===== src/rtl/tac_defines.vh =====
// Constants of the tag command interpreter: command codes, frame lengths,
// tag states, engine states and block address limits.
// Assumes it is included by bare name from the design files under rtl/.
`ifndef TAC_DEFINES_VH
`define TAC_DEFINES_VH

// Command codes (first request byte), anticollision subcodes (second byte) and probe code (bits 3..0).
`define TAC_CMD_ANTICOL      8'h06
`define TAC_SUB_START        8'h00
`define TAC_SUB_CALL16       8'h04
`define TAC_PROBE_CODE       4'h6
`define TAC_CMD_READ_BLOCK   8'h08
`define TAC_CMD_RETURN_INV   8'h0c
`define TAC_CMD_SELECT       8'h0e
`define TAC_CMD_REQUEST_A    8'h0f

// Payload lengths in bytes, trailing check bytes not counted.
`define TAC_LEN_ONE          2'h1
`define TAC_LEN_TWO          2'h2

// Tag states.
`define TAC_ST_READY         3'h0
`define TAC_ST_B             3'h1
`define TAC_ST_SELECTED      3'h2
`define TAC_ST_C             3'h3
`define TAC_ST_D             3'h4

// Engine states.
`define TAC_ENG_IDLE         2'h0
`define TAC_ENG_MEM          2'h1
`define TAC_ENG_SEND         2'h2

// Block addresses.
`define TAC_ADDR_LAST_USER   8'h0f
`define TAC_ADDR_SYSTEM      8'hff

// Answer lengths in bytes.
`define TAC_ANS_ID           3'h1
`define TAC_ANS_BLOCK        3'h4

// Value of the slot that answers a sixteen-slot call.
`define TAC_SLOT_ZERO        4'h0

`endif


===== src/rtl/tac_cmd_fsm.v =====
// Command decoder and state machine of a contactless memory tag.
// Assumes a frame receiver that strips start, end and check bytes, delivers
// payload bytes one per strobe and reports the check result with the end
// strobe; a frame transmitter that appends the check bytes and serialises
// each byte least significant bit first; a memory read port and a random source.
// The only reset is loss of the reader field.
`include "tac_defines.vh"
`default_nettype none

// Overview of operation
// - In ready, start request enters state_b, draws random identifier, answers it.
// - Start request is answered without looking at the slot value.
// - Sixteen-slot call acts only in state_b; ignored elsewhere.
// - Sixteen-slot call replaces the four low identifier bits with random 0..15.
// - Slot value stays until next sixteen-slot call or field loss.
// - After sixteen-slot call answer identifier only when new slot is zero.
// - Slot probe byte holds 6 in bits 3..0 and slot 1..15 above.
// - In state_b, slot probe answers identifier when its slot matches ours.
// - Select request with matching identifier enters selected and echoes identifier.
// - Before selection only anticollision requests act; others are dropped.
// - In selected, a select with another identifier moves to state_c.
// - In selected, request_a enters state_d silently; decoding stops until field loss.
// - Request_a is ignored outside the selected state.
// - In selected, return-to-state_b request goes to state_b silently.
// - Return-to-state_b request is ignored outside the selected state.
// - Block read fetches the addressed block and answers its four bytes.
// - Block bytes go least significant first, each byte least significant bit first.
// - Block read accepts addresses 0..15 and 255; others get no answer.
// - Block read acts only in the selected state; earlier ones are ignored.
// - After power-on the tag is ready and answers only the start request.
module tac_cmd_fsm (
  // Clock and field reset
  input  wire        clock,
  input  wire        reset,
  // Request byte stream from the frame receiver
  input  wire        rxValid,
  input  wire [7:0]  rxData,
  input  wire        rxEnd,
  input  wire        rxCrcOk,
  // Answer byte stream to the frame transmitter
  output reg         txValid,
  output reg  [7:0]  txData,
  output reg         txLast,
  input  wire        txReady,
  // Memory block read port
  output reg         memReq,
  output reg  [7:0]  memAddr,
  input  wire        memAck,
  input  wire [31:0] memData,
  // Random number source
  input  wire [7:0]  randomValue,
  // Status
  output reg  [2:0]  tagState,
  output reg  [7:0]  tagIdentifier
);

  // Payload capture.
  reg  [7:0]  byte0_reg;
  reg  [7:0]  byte1_reg;
  reg  [1:0]  rxCount_reg;
  reg         rxOverflow_reg;

  // Engine and answer shifter.
  reg  [1:0]  engine_reg;
  reg  [31:0] txBuf_reg;
  reg  [2:0]  txLeft_reg;

  wire        lenOne;
  wire        lenTwo;
  wire        isStart;
  wire        isCall16;
  wire        isProbe;
  wire        isSelect;
  wire        isRequestA;
  wire        isReturnInv;
  wire        isReadBlock;
  wire [3:0]  newSlot;
  wire [3:0]  probeSlotValue;
  wire        idMatch;
  wire        decodeNow;

  // Addresses 0..15 and the system block are served; anything else is not.
  function blockAddrOk;
    input [7:0] addr;
    begin
      blockAddrOk = (addr <= `TAC_ADDR_LAST_USER) || (addr == `TAC_ADDR_SYSTEM);
    end
  endfunction

  // Frames of unexpected length fall through every decode term and are dropped.
  assign lenOne         = (rxCount_reg == `TAC_LEN_ONE) && !rxOverflow_reg;
  assign lenTwo         = (rxCount_reg == `TAC_LEN_TWO) && !rxOverflow_reg;
  assign isStart        = lenTwo && (byte0_reg == `TAC_CMD_ANTICOL) && (byte1_reg == `TAC_SUB_START);
  assign isCall16       = lenTwo && (byte0_reg == `TAC_CMD_ANTICOL) && (byte1_reg == `TAC_SUB_CALL16);
  assign probeSlotValue = byte0_reg[7:4];
  assign isProbe        = lenOne && (byte0_reg[3:0] == `TAC_PROBE_CODE)
                          && (probeSlotValue != `TAC_SLOT_ZERO);
  assign isSelect       = lenTwo && (byte0_reg == `TAC_CMD_SELECT);
  assign isRequestA     = lenOne && (byte0_reg == `TAC_CMD_REQUEST_A);
  assign isReturnInv    = lenOne && (byte0_reg == `TAC_CMD_RETURN_INV);
  assign isReadBlock    = lenTwo && (byte0_reg == `TAC_CMD_READ_BLOCK);
  assign newSlot        = randomValue[3:0];
  assign idMatch        = (byte1_reg == tagIdentifier);
  // A frame with a bad check word, or any frame once in state_d, is never decoded.
  assign decodeNow      = rxEnd && rxCrcOk && (tagState != `TAC_ST_D);

  // Payload capture: the first two bytes are kept, longer frames are flagged.
  // The byte count is cleared by the end strobe in the same edge at which the
  // decoder reads it; the decoder sees the old count through non-blocking
  // assignment, so a back-to-back frame can start on the very next cycle.
  // Bytes are not stored while an answer or a block fetch is pending. A frame
  // that overlaps an answer is therefore cut short, and only bytes stored after the answer reach decode;
  // the reader is expected to wait for the answer before it sends again.
  always @(posedge clock) begin
    if (reset) begin
      byte0_reg      <= 8'h00;
      byte1_reg      <= 8'h00;
      rxCount_reg    <= 2'h0;
      rxOverflow_reg <= 1'b0;
    end else if (rxEnd) begin
      rxCount_reg    <= 2'h0;
      rxOverflow_reg <= 1'b0;
    end else if (rxValid && (engine_reg == `TAC_ENG_IDLE)) begin
      if (rxCount_reg == 2'h0) begin
        byte0_reg <= rxData;
      end
      if (rxCount_reg == 2'h1) begin
        byte1_reg <= rxData;
      end
      if (rxCount_reg == `TAC_LEN_TWO) begin
        rxOverflow_reg <= 1'b1;
      end else begin
        rxCount_reg <= rxCount_reg + 2'h1;
      end
    end
  end

  // Tag state machine, decode and answer engine.
  // Identifier answers are loaded straight into the output byte, so the
  // answer appears one cycle after the end strobe. Block answers wait for
  // the memory acknowledge, then leave one byte per accepted transfer.
  // The random source is sampled only at the decoding edge; between draws
  // the slot value lives in the low nibble of the identifier and nowhere else,
  // which keeps the probe compare and the echoed identifier consistent.
  // Once state_d, the decode enable is held off until field loss, so
  // no later request, however well formed, can move the state again.
  always @(posedge clock) begin
    if (reset) begin
      tagState      <= `TAC_ST_READY;
      tagIdentifier <= 8'h00;
      engine_reg    <= `TAC_ENG_IDLE;
      txBuf_reg     <= 32'h00000000;
      txLeft_reg    <= 3'h0;
      txValid       <= 1'b0;
      txData        <= 8'h00;
      txLast        <= 1'b0;
      memReq        <= 1'b0;
      memAddr       <= 8'h00;
    end else begin
      memReq <= 1'b0;
      case (engine_reg)
        `TAC_ENG_IDLE: begin
          // Requests arriving while an answer is in flight are not decoded.
          if (decodeNow) begin
            case (tagState)
              `TAC_ST_READY: begin
                // Only the start request is heard here.
                if (isStart) begin
                  tagState      <= `TAC_ST_B;
                  tagIdentifier <= randomValue;
                  txBuf_reg     <= {24'h000000, randomValue};
                  txData        <= randomValue;
                  txLeft_reg    <= `TAC_ANS_ID;
                  txLast        <= 1'b1;
                  txValid       <= 1'b1;
                  engine_reg    <= `TAC_ENG_SEND;
                end
              end
              `TAC_ST_B: begin
                if (isCall16) begin
                  // The slot is held in the identifier until the next draw.
                  tagIdentifier <= {tagIdentifier[7:4], newSlot};
                  if (newSlot == `TAC_SLOT_ZERO) begin
                    txBuf_reg  <= {24'h000000, tagIdentifier[7:4], newSlot};
                    txData     <= {tagIdentifier[7:4], newSlot};
                    txLeft_reg <= `TAC_ANS_ID;
                    txLast     <= 1'b1;
                    txValid    <= 1'b1;
                    engine_reg <= `TAC_ENG_SEND;
                  end
                end else if (isProbe) begin
                  if (probeSlotValue == tagIdentifier[3:0]) begin
                    txBuf_reg  <= {24'h000000, tagIdentifier};
                    txData     <= tagIdentifier;
                    txLeft_reg <= `TAC_ANS_ID;
                    txLast     <= 1'b1;
                    txValid    <= 1'b1;
                    engine_reg <= `TAC_ENG_SEND;
                  end
                end else if (isSelect && idMatch) begin
                  tagState   <= `TAC_ST_SELECTED;
                  txBuf_reg  <= {24'h000000, tagIdentifier};
                  txData     <= tagIdentifier;
                  txLeft_reg <= `TAC_ANS_ID;
                  txLast     <= 1'b1;
                  txValid    <= 1'b1;
                  engine_reg <= `TAC_ENG_SEND;
                end
                // Every other request is dropped before selection.
              end
              `TAC_ST_C: begin
                // A state_c tag can be picked again by its own identifier.
                if (isSelect && idMatch) begin
                  tagState   <= `TAC_ST_SELECTED;
                  txBuf_reg  <= {24'h000000, tagIdentifier};
                  txData     <= tagIdentifier;
                  txLeft_reg <= `TAC_ANS_ID;
                  txLast     <= 1'b1;
                  txValid    <= 1'b1;
                  engine_reg <= `TAC_ENG_SEND;
                end
              end
              `TAC_ST_SELECTED: begin
                if (isSelect) begin
                  if (idMatch) begin
                    txBuf_reg  <= {24'h000000, tagIdentifier};
                    txData     <= tagIdentifier;
                    txLeft_reg <= `TAC_ANS_ID;
                    txLast     <= 1'b1;
                    txValid    <= 1'b1;
                    engine_reg <= `TAC_ENG_SEND;
                  end else begin
                    tagState <= `TAC_ST_C;
                  end
                end else if (isRequestA) begin
                  tagState <= `TAC_ST_D;
                end else if (isReturnInv) begin
                  tagState <= `TAC_ST_B;
                end else if (isReadBlock && blockAddrOk(byte1_reg)) begin
                  memAddr    <= byte1_reg;
                  memReq     <= 1'b1;
                  engine_reg <= `TAC_ENG_MEM;
                end
              end
              default: begin
                tagState <= tagState;
              end
            endcase
          end
        end
        `TAC_ENG_MEM: begin
          if (memAck) begin
            txBuf_reg  <= memData;
            txData     <= memData[7:0];
            txLeft_reg <= `TAC_ANS_BLOCK;
            txLast     <= 1'b0;
            txValid    <= 1'b1;
            engine_reg <= `TAC_ENG_SEND;
          end
        end
        `TAC_ENG_SEND: begin
          if (txReady) begin
            if (txLeft_reg == 3'h1) begin
              txValid    <= 1'b0;
              txLast     <= 1'b0;
              engine_reg <= `TAC_ENG_IDLE;
            end else begin
              // Bytes leave low byte first; the transmitter shifts bits LSB first.
              txBuf_reg  <= {8'h00, txBuf_reg[31:8]};
              txData     <= txBuf_reg[15:8];
              txLast     <= (txLeft_reg == 3'h2);
              txLeft_reg <= txLeft_reg - 3'h1;
            end
          end
        end
        default: begin
          engine_reg <= `TAC_ENG_IDLE;
        end
      endcase
    end
  end

endmodule // tac_cmd_fsm

`default_nettype wire


===== config.mk =====
export PLATFORM = sky130hd
export DESIGN_NAME = tac_cmd_fsm
export DESIGN_NICKNAME = d
export VERILOG_FILES = /design/src/rtl/tac_cmd_fsm.v
export VERILOG_INCLUDE_DIRS = /design/src /design/src/rtl
export SDC_FILE = /design/constraint.sdc
export NUM_CORES = 1
export LEC_CHECK = 0
export BUFFER_PORTS_ARGS = -buffer_cell sky130_fd_sc_hd__buf_2
export CORE_ASPECT_RATIO = 0.5
export CORE_MARGIN = 10
export CORE_UTILIZATION = 56
export CTS_BUF_LIST = sky130_fd_sc_hd__clkbuf_4
export CTS_CLUSTER_SIZE = 10
export DETAILED_ROUTE_END_ITERATION = 6
export PLACE_DENSITY = 0.85
export SYNTH_ARGS = -nofsm -noshare
export SYNTH_HDL_FRONTEND = slang
export SYNTH_SLANG_ARGS = --single-unit

===== constraint.sdc =====
create_clock -name clock -period 3.44 [get_ports clock]
set_clock_uncertainty 0.2 [all_clocks]
set_input_delay 1.032 -clock clock [delete_from_list [all_inputs] [get_ports clock]]
set_output_delay 1.032 -clock clock [all_outputs]
set_load 0.05 [all_outputs]

After elaboration in Yosys (flattened, before gate mapping):

Cells that the tools add are included.

* bits in registers: 86
* bits of input ports: 55
* word-level logic and storage cells: 202

* bitwise gates (word level): 9
* equality and inequality tests: 41
* reductions and logical operators: 41
* order comparisons: 1
* $add $sub $neg: 2
* multiplexer cells: 93

Operators with widths (number)
* 32-bit two-way mux: 12
* 32-bit one-hot mux with 4 select lines: 1
* 8-bit two-way mux: 12
* 32-bit one-hot mux with 3 select lines: 1
* 3-bit two-way mux: 19
* 8-bit by 4-bit equality test with 1-bit output (second input constant): 4
* 8-bit one-hot mux with 4 select lines: 1
* 2-bit two-way mux: 15
* 4-bit != test (second input constant): 6
* 3-bit one-hot mux with 4 select lines: 2
* 8-bit one-hot mux with 3 select lines: 1
* 11-bit AND reduction: 2
* 1-bit two-way mux: 20
* 2-bit != test (second input constant): 9
* 8-bit by 3-bit equality test with 1-bit output (second input constant): 2
* 1-bit logical AND: 16
* 8-bit one-hot mux with 2 select lines: 1
* 3-bit != test (second input constant): 5
* 12-bit AND reduction: 1
* 10-bit AND reduction: 1
* 5-bit AND reduction: 2
* 3-bit by 2-bit equality test with 1-bit output (second input constant): 3
* 1-bit NOT: 9
* 3-bit one-hot mux with 3 select lines: 1
* 32 further kinds: 41

Logic depth before layout (Yosys ltp):

* word-level depth: 11
* gate-level depth with buffers: 10

Worst setup path after synthesis:

No wires, ideal clock.

* path type: flip-flop to flip-flop
* from: register byte0_reg[7]
* to: register txLeft_reg[1]
* cell stages (with the launch flop): 9
* path buffers: 2
* data required time: 3.123 ns
* setup slack: 0.714 ns
* arrival time: 2.409 ns
* clock period less this slack: 2.726 ns
* cell sequence: dfxtp_1 -> or4_1 -> buf_2 -> or3_4 -> and2_4 -> a211oi_4 -> a31oi_4 -> buf_6 -> a22o_1

* word-level cells in the longest chain between the ends: 9

Ends and longest elaborated chain
* from (decl): RTL line tac_cmd_fsm.v:58 `reg [7:0] byte0_reg;`
* from (signal assigned): RTL line tac_cmd_fsm.v:125 `byte0_reg <= rxData;`
* 8-bit by 4-bit equality test with 1-bit output (no source line)
* 1-bit logical AND: RTL line tac_cmd_fsm.v:98 `` assign isSelect = lenTwo && (byte0_reg == `TAC_CMD_SELECT); ``
* 1-bit logical AND: RTL line tac_cmd_fsm.v:200, tac_cmd_fsm.v:213
* 3-bit two-way mux
* 3-bit two-way mux: RTL line tac_cmd_fsm.v:191 `end else if (isProbe) begin`
* 3-bit two-way mux: RTL line tac_cmd_fsm.v:180 `if (isCall16) begin`
* 3-bit one-hot mux with 4 select lines: RTL line tac_cmd_fsm.v:165 `case (tagState)`
* 3-bit two-way mux: RTL line tac_cmd_fsm.v:164 `if (decodeNow) begin`
* 3-bit one-hot mux with 3 select lines: RTL line tac_cmd_fsm.v:161 `case (engine_reg)`
* to (signal assigned): RTL line tac_cmd_fsm.v:173 `` txLeft_reg <= `TAC_ANS_ID; ``
* to (signal assigned): RTL line tac_cmd_fsm.v:186 `` txLeft_reg <= `TAC_ANS_ID; ``
* to (signal assigned): RTL line tac_cmd_fsm.v:195 `` txLeft_reg <= `TAC_ANS_ID; ``
* to (decl): RTL line tac_cmd_fsm.v:66 `reg [2:0] txLeft_reg;`

Several ways; a longest one is shown, not always the timed one. The select of a mux whose other input is x is not followed.
A chain may end at the register's enable or synchronous reset.

Worst setup path after layout:

* from: register byte0_reg[6]
* to: register txData[0]

* word-level cells in the longest chain between the ends: 9

Ends and longest elaborated chain
* 8-bit by 4-bit equality test with 1-bit output (no source line)
* 1-bit logical AND: RTL line tac_cmd_fsm.v:98
* 1-bit logical AND: RTL line tac_cmd_fsm.v:200, tac_cmd_fsm.v:213
* 8-bit two-way mux
* 8-bit two-way mux: RTL line tac_cmd_fsm.v:191
* 8-bit two-way mux: RTL line tac_cmd_fsm.v:180
* 8-bit one-hot mux with 4 select lines: RTL line tac_cmd_fsm.v:165
* 8-bit two-way mux: RTL line tac_cmd_fsm.v:164
* 8-bit one-hot mux with 3 select lines: RTL line tac_cmd_fsm.v:161
* to (signal assigned): RTL line tac_cmd_fsm.v:172 `txData <= randomValue;`
* to (signal assigned): RTL line tac_cmd_fsm.v:185 `txData <= {tagIdentifier[7:4], newSlot};`
* to (signal assigned): RTL line tac_cmd_fsm.v:194 `txData <= tagIdentifier;`
* to (decl): RTL line tac_cmd_fsm.v:42 `output reg [7:0] txData,`

Several ways; a longest one is shown, not always the timed one. The select of a mux whose other input is x is not followed.

==> parameters.txt <==
Parameter                              Value

GRT
  Antenna violations before repair ... 1
  Maximum number of pins on one net before global-route repair ... 35
  Number of global-route vias before repair ... 3,480
  Aggregate global routing overflow ... 0
  First-pass GRT wire length ... roughly 17,000 um
  Tot GR Track Use ... 0.186

Place
  Gpl congestion ... 0.920
  Post-Place Worst Slack ... just under 0.5 ns
  HPWL Detailed ... roughly 8000 um
  Instance area at placement ... 4410 sq um
  Port Buffer Count ... 84

Setup path
  Arrival @ worst endpoint ... 3.13 ns
  Crit path launch type ... register
  Crit-path cells ... or4_1 -> or3_4 -> and2_4 -> a211oi_4 -> a31oi_4 -> buf_12 -> a22o_1
  Data required, critical path ... 3.58 ns
  CP endpoint kind ... register
  Startpoint-to-endpoint class of the critical path ... register to register
  Startpoint of the most critical register-to-register path ... byte0_reg[6]
  Slowest cell on the critical path ... or4_1
  Highest net fanout along the worst path ... 34
  Critical Path Max Stage Delay ... 0.68 ns
  FF-to-FF setup slack ... 0.45 ns
  Number of logic stages on the critical path including buffering ... 7
  Dominant delay contributor by cell family on the critical path ... simple AND/OR/NAND/NOR gates
  Number of cells traversed by the worst register-to-register path ... 7
  Count of buffering cells on the critical path with inverters included ... 1
  Terminus of the critical flop-to-flop path ... txData[0]

Worst hold path
  Worst hold start ... txBuf_reg[20]
  Worst Hold End ... txBuf_reg[20]
  Hold Crit Depth ... 1
  Worst hold-check path type ... register to register

STA
  Worst slew margin ... 0.418
  Transition at the pin with the smallest max-transition slack ... 0.874 ns
  Minimum period implied by the final worst setup slack ... 2.99 ns
  Fin worst setup slack ... 0.451 ns
  Final Max Slew Viols ... 0
  Setup_tns ... 0 ns
  Final-report setup violation count ... 0
  Final clock period utilization by the worst path ... 0.869
  Highest achievable clock rate ... about 330 MHz
  Setup repair after global routing missed its margin ... false
  Count of endpoints failing hold in the final timing report ... 0

Pwr
  Relative contribution of combinational cells to total power ... 0.074
  Total Power ... 1.56 mW
  Clock power share ... 0.335
  Leakage power ... ~1.8 nW
  Relative contribution of sequential cells to total power ... 0.590
  Sw power ... 0.388 mW
  Power per Cell Area ... 343 nW/um^2
  Pint ... ~1.2 mW
  Switch share ... 0.249
  Worst VDD drop ... between 0.0003 and 0.0004 V

Synth
  Net count of the mapped netlist ... 505
  Register bit count reported by yosys ... 78
  Synth Warn # ... 0
  Number of synthesized flops with an enable pin ... 0
  Post-synth top flop ... dfxtp_1
  Sequential element share of the synthesized area ... 0.398
  Cells after synthesis ... 440
  Post-synth design cell area ... 3930 sq um
  Count of unique library cells instantiated by Yosys ... 57
  Proportion of register bits with asynchronous set or reset after synthesis ... 0
  Syn avg cell area ... 8.92 sq um

Clock network
  Reg clk slew, reported paths ... 0.12 ns
  Post-CTS setup buffer count ... 0
  Clock tree buffer depth ... 2
  Clock sink count ... slightly below 80
  PostCTS Resize Cnt ... 0
  Clock root buffer ... clkbuf_4
  CTS H-tree depth ... 3
  Clock buffers created by TritonCTS ... 9
  CTS tree ... yes
  Number of hold-repair buffers added at the cts stage ... 0
  Worst-skew pair later-pin latency ... 0.45 ns

Floorplanning
  I/O pins ... 85
  Placeable core area ... 6750 sq um
  Vert. Die Dim ... ~79 um
  Die outline area ... 11,000 sq um
  Effective utilization at floorplan ... 0.581
  Horizontal die dimension ... about 140 um
  Row count ... 21

Route
  Post-DRT Antenna Nets ... 0
  WL per Instance ... 17.4 um
  Number of detailed-route iterations in the first pass ... 6
  Iter 0 DRT Violations ... 367
  DRC violations left ... 0
  Via total after detailed routing ... 3,695
  Average vias per placed instance ... roughly 6.0
  Overall routed net length ... 10,600 um

Run status
  Result of the run ... finished clean

Layout
  Commonest cells after routing, fill and taps aside ... buf_2, dfxtp_1, nand2_1
  Number of filler instances in the final layout ... 558
  Fraction of final layout cells sized beyond drive strength 1 ... 0.237
  Most common library cell in the layout ignoring fill and taps ... buf_2
  Max reg flops ... 24
  Net count reported at finish ... 580
  Sequential cell area in the final layout ... 1560 sq um
  Final std cell area, no fill ... ~4500 sq um
  Layout-stage area growth over the synthesis result ... 15.6%
  Multi-input gate area in the final layout ... 2190 sq um

Run
  Max capacitance violation total ... 0
cell families (layout without fill, tap and decap cells):
group                    after synthesis  count (layout)  synth area share
multiplexers                           9               9            0.0229
XOR/XNOR                              15              15            0.0335
adder cells (fa/ha/maj)               10              10            0.0319
AO/OA/AOI/OAI                        145             145             0.282
flip-flops                            78              78             0.398
AND/OR/NAND/NOR                      141             141             0.187
other                                  0               1                 0
buffers and inverters                 42             121            0.0449
worst max-delay path by stage:
stage	start	end	slack, ns
floorplan	byte0_reg[7]	txLeft_reg[1]	0.71
global placement	randomValue[3]	txBuf_reg[31]	0.48
detailed placement	randomValue[3]	txBuf_reg[25]	0.49
CTS	byte0_reg[7]	txData[0]	0.46
global route	byte0_reg[7]	txData[0]	0.35
finish	byte0_reg[6]	txData[0]	0.45
power groups by stage:
stage / logic (mW) / registers (mW) / clock network, mW
2_1_floorplan: 0.0640 / 0.937 / 0
3_3_place_gp: 0.113 / 0.939 / 0
3_5_place_dp: 0.115 / 0.940 / 0
4_1_cts: 0.115 / 0.919 / 0.526
5_1_grt: 0.128 / 0.921 / 0.562
6_report: 0.116 / 0.920 / 0.523
cell usage after synthesis (all sizes together), types with 11 or more instances:
master | n | area, sq um
nor2 | 23 | 86.3
nand2 | 45 | 169
inv | 13 | 48.8
dfxtp | 78 | 1560
nor3 | 14 | 70.1
a21oi | 31 | 166
clkbuf | 23 | 86.3
o21ai | 13 | 65.1
nand3 | 11 | 55.1
a22o | 12 | 105
a22oi | 17 | 128
o2bb2ai | 21 | 184
per-stage QoR:
step,utilization,cells,hold WS (ns)
floorplan,-,440,0.233
global placement,0.654,596,0.245
detailed placement,0.654,596,0.247
CTS,0.672,611,0.279
global route,0.672,611,0.289
finish,0.672,612,0.275
worst reg2reg max path: stages (launching register included):
cell and delay [ns]:
dfxtp_1 0.37, or4_1 0.68, or3_4 0.48, and2_4 0.19, a211oi_4 0.36, a31oi_4 0.15, buf_12 0.20, a22o_1 0.25
per-layer routing:
layer	GRT usage	wire, um
met5	0	0
met2	0.303	4850
met1	0.232	4750
met3	0.0600	876
met4	0.0596	152
cell type report:
| cell class | count | share of cell area |
|---|---|---|
| Tap cell | 92 | 0.0254 |
| Inverter | 13 | 0.0108 |
| Clock buffer | 9 | 0.0149 |
| Antenna cell | 1 | 0.000551 |
| Timing Repair Buffer | 93 | 0.110 |
| Sequential cell | 78 | 0.344 |
| Clock inverter | 6 | 0.0119 |
| Multi-Input combinational cell | 320 | 0.482 |
No activity file was read; power rests on OpenSTA's default activity.
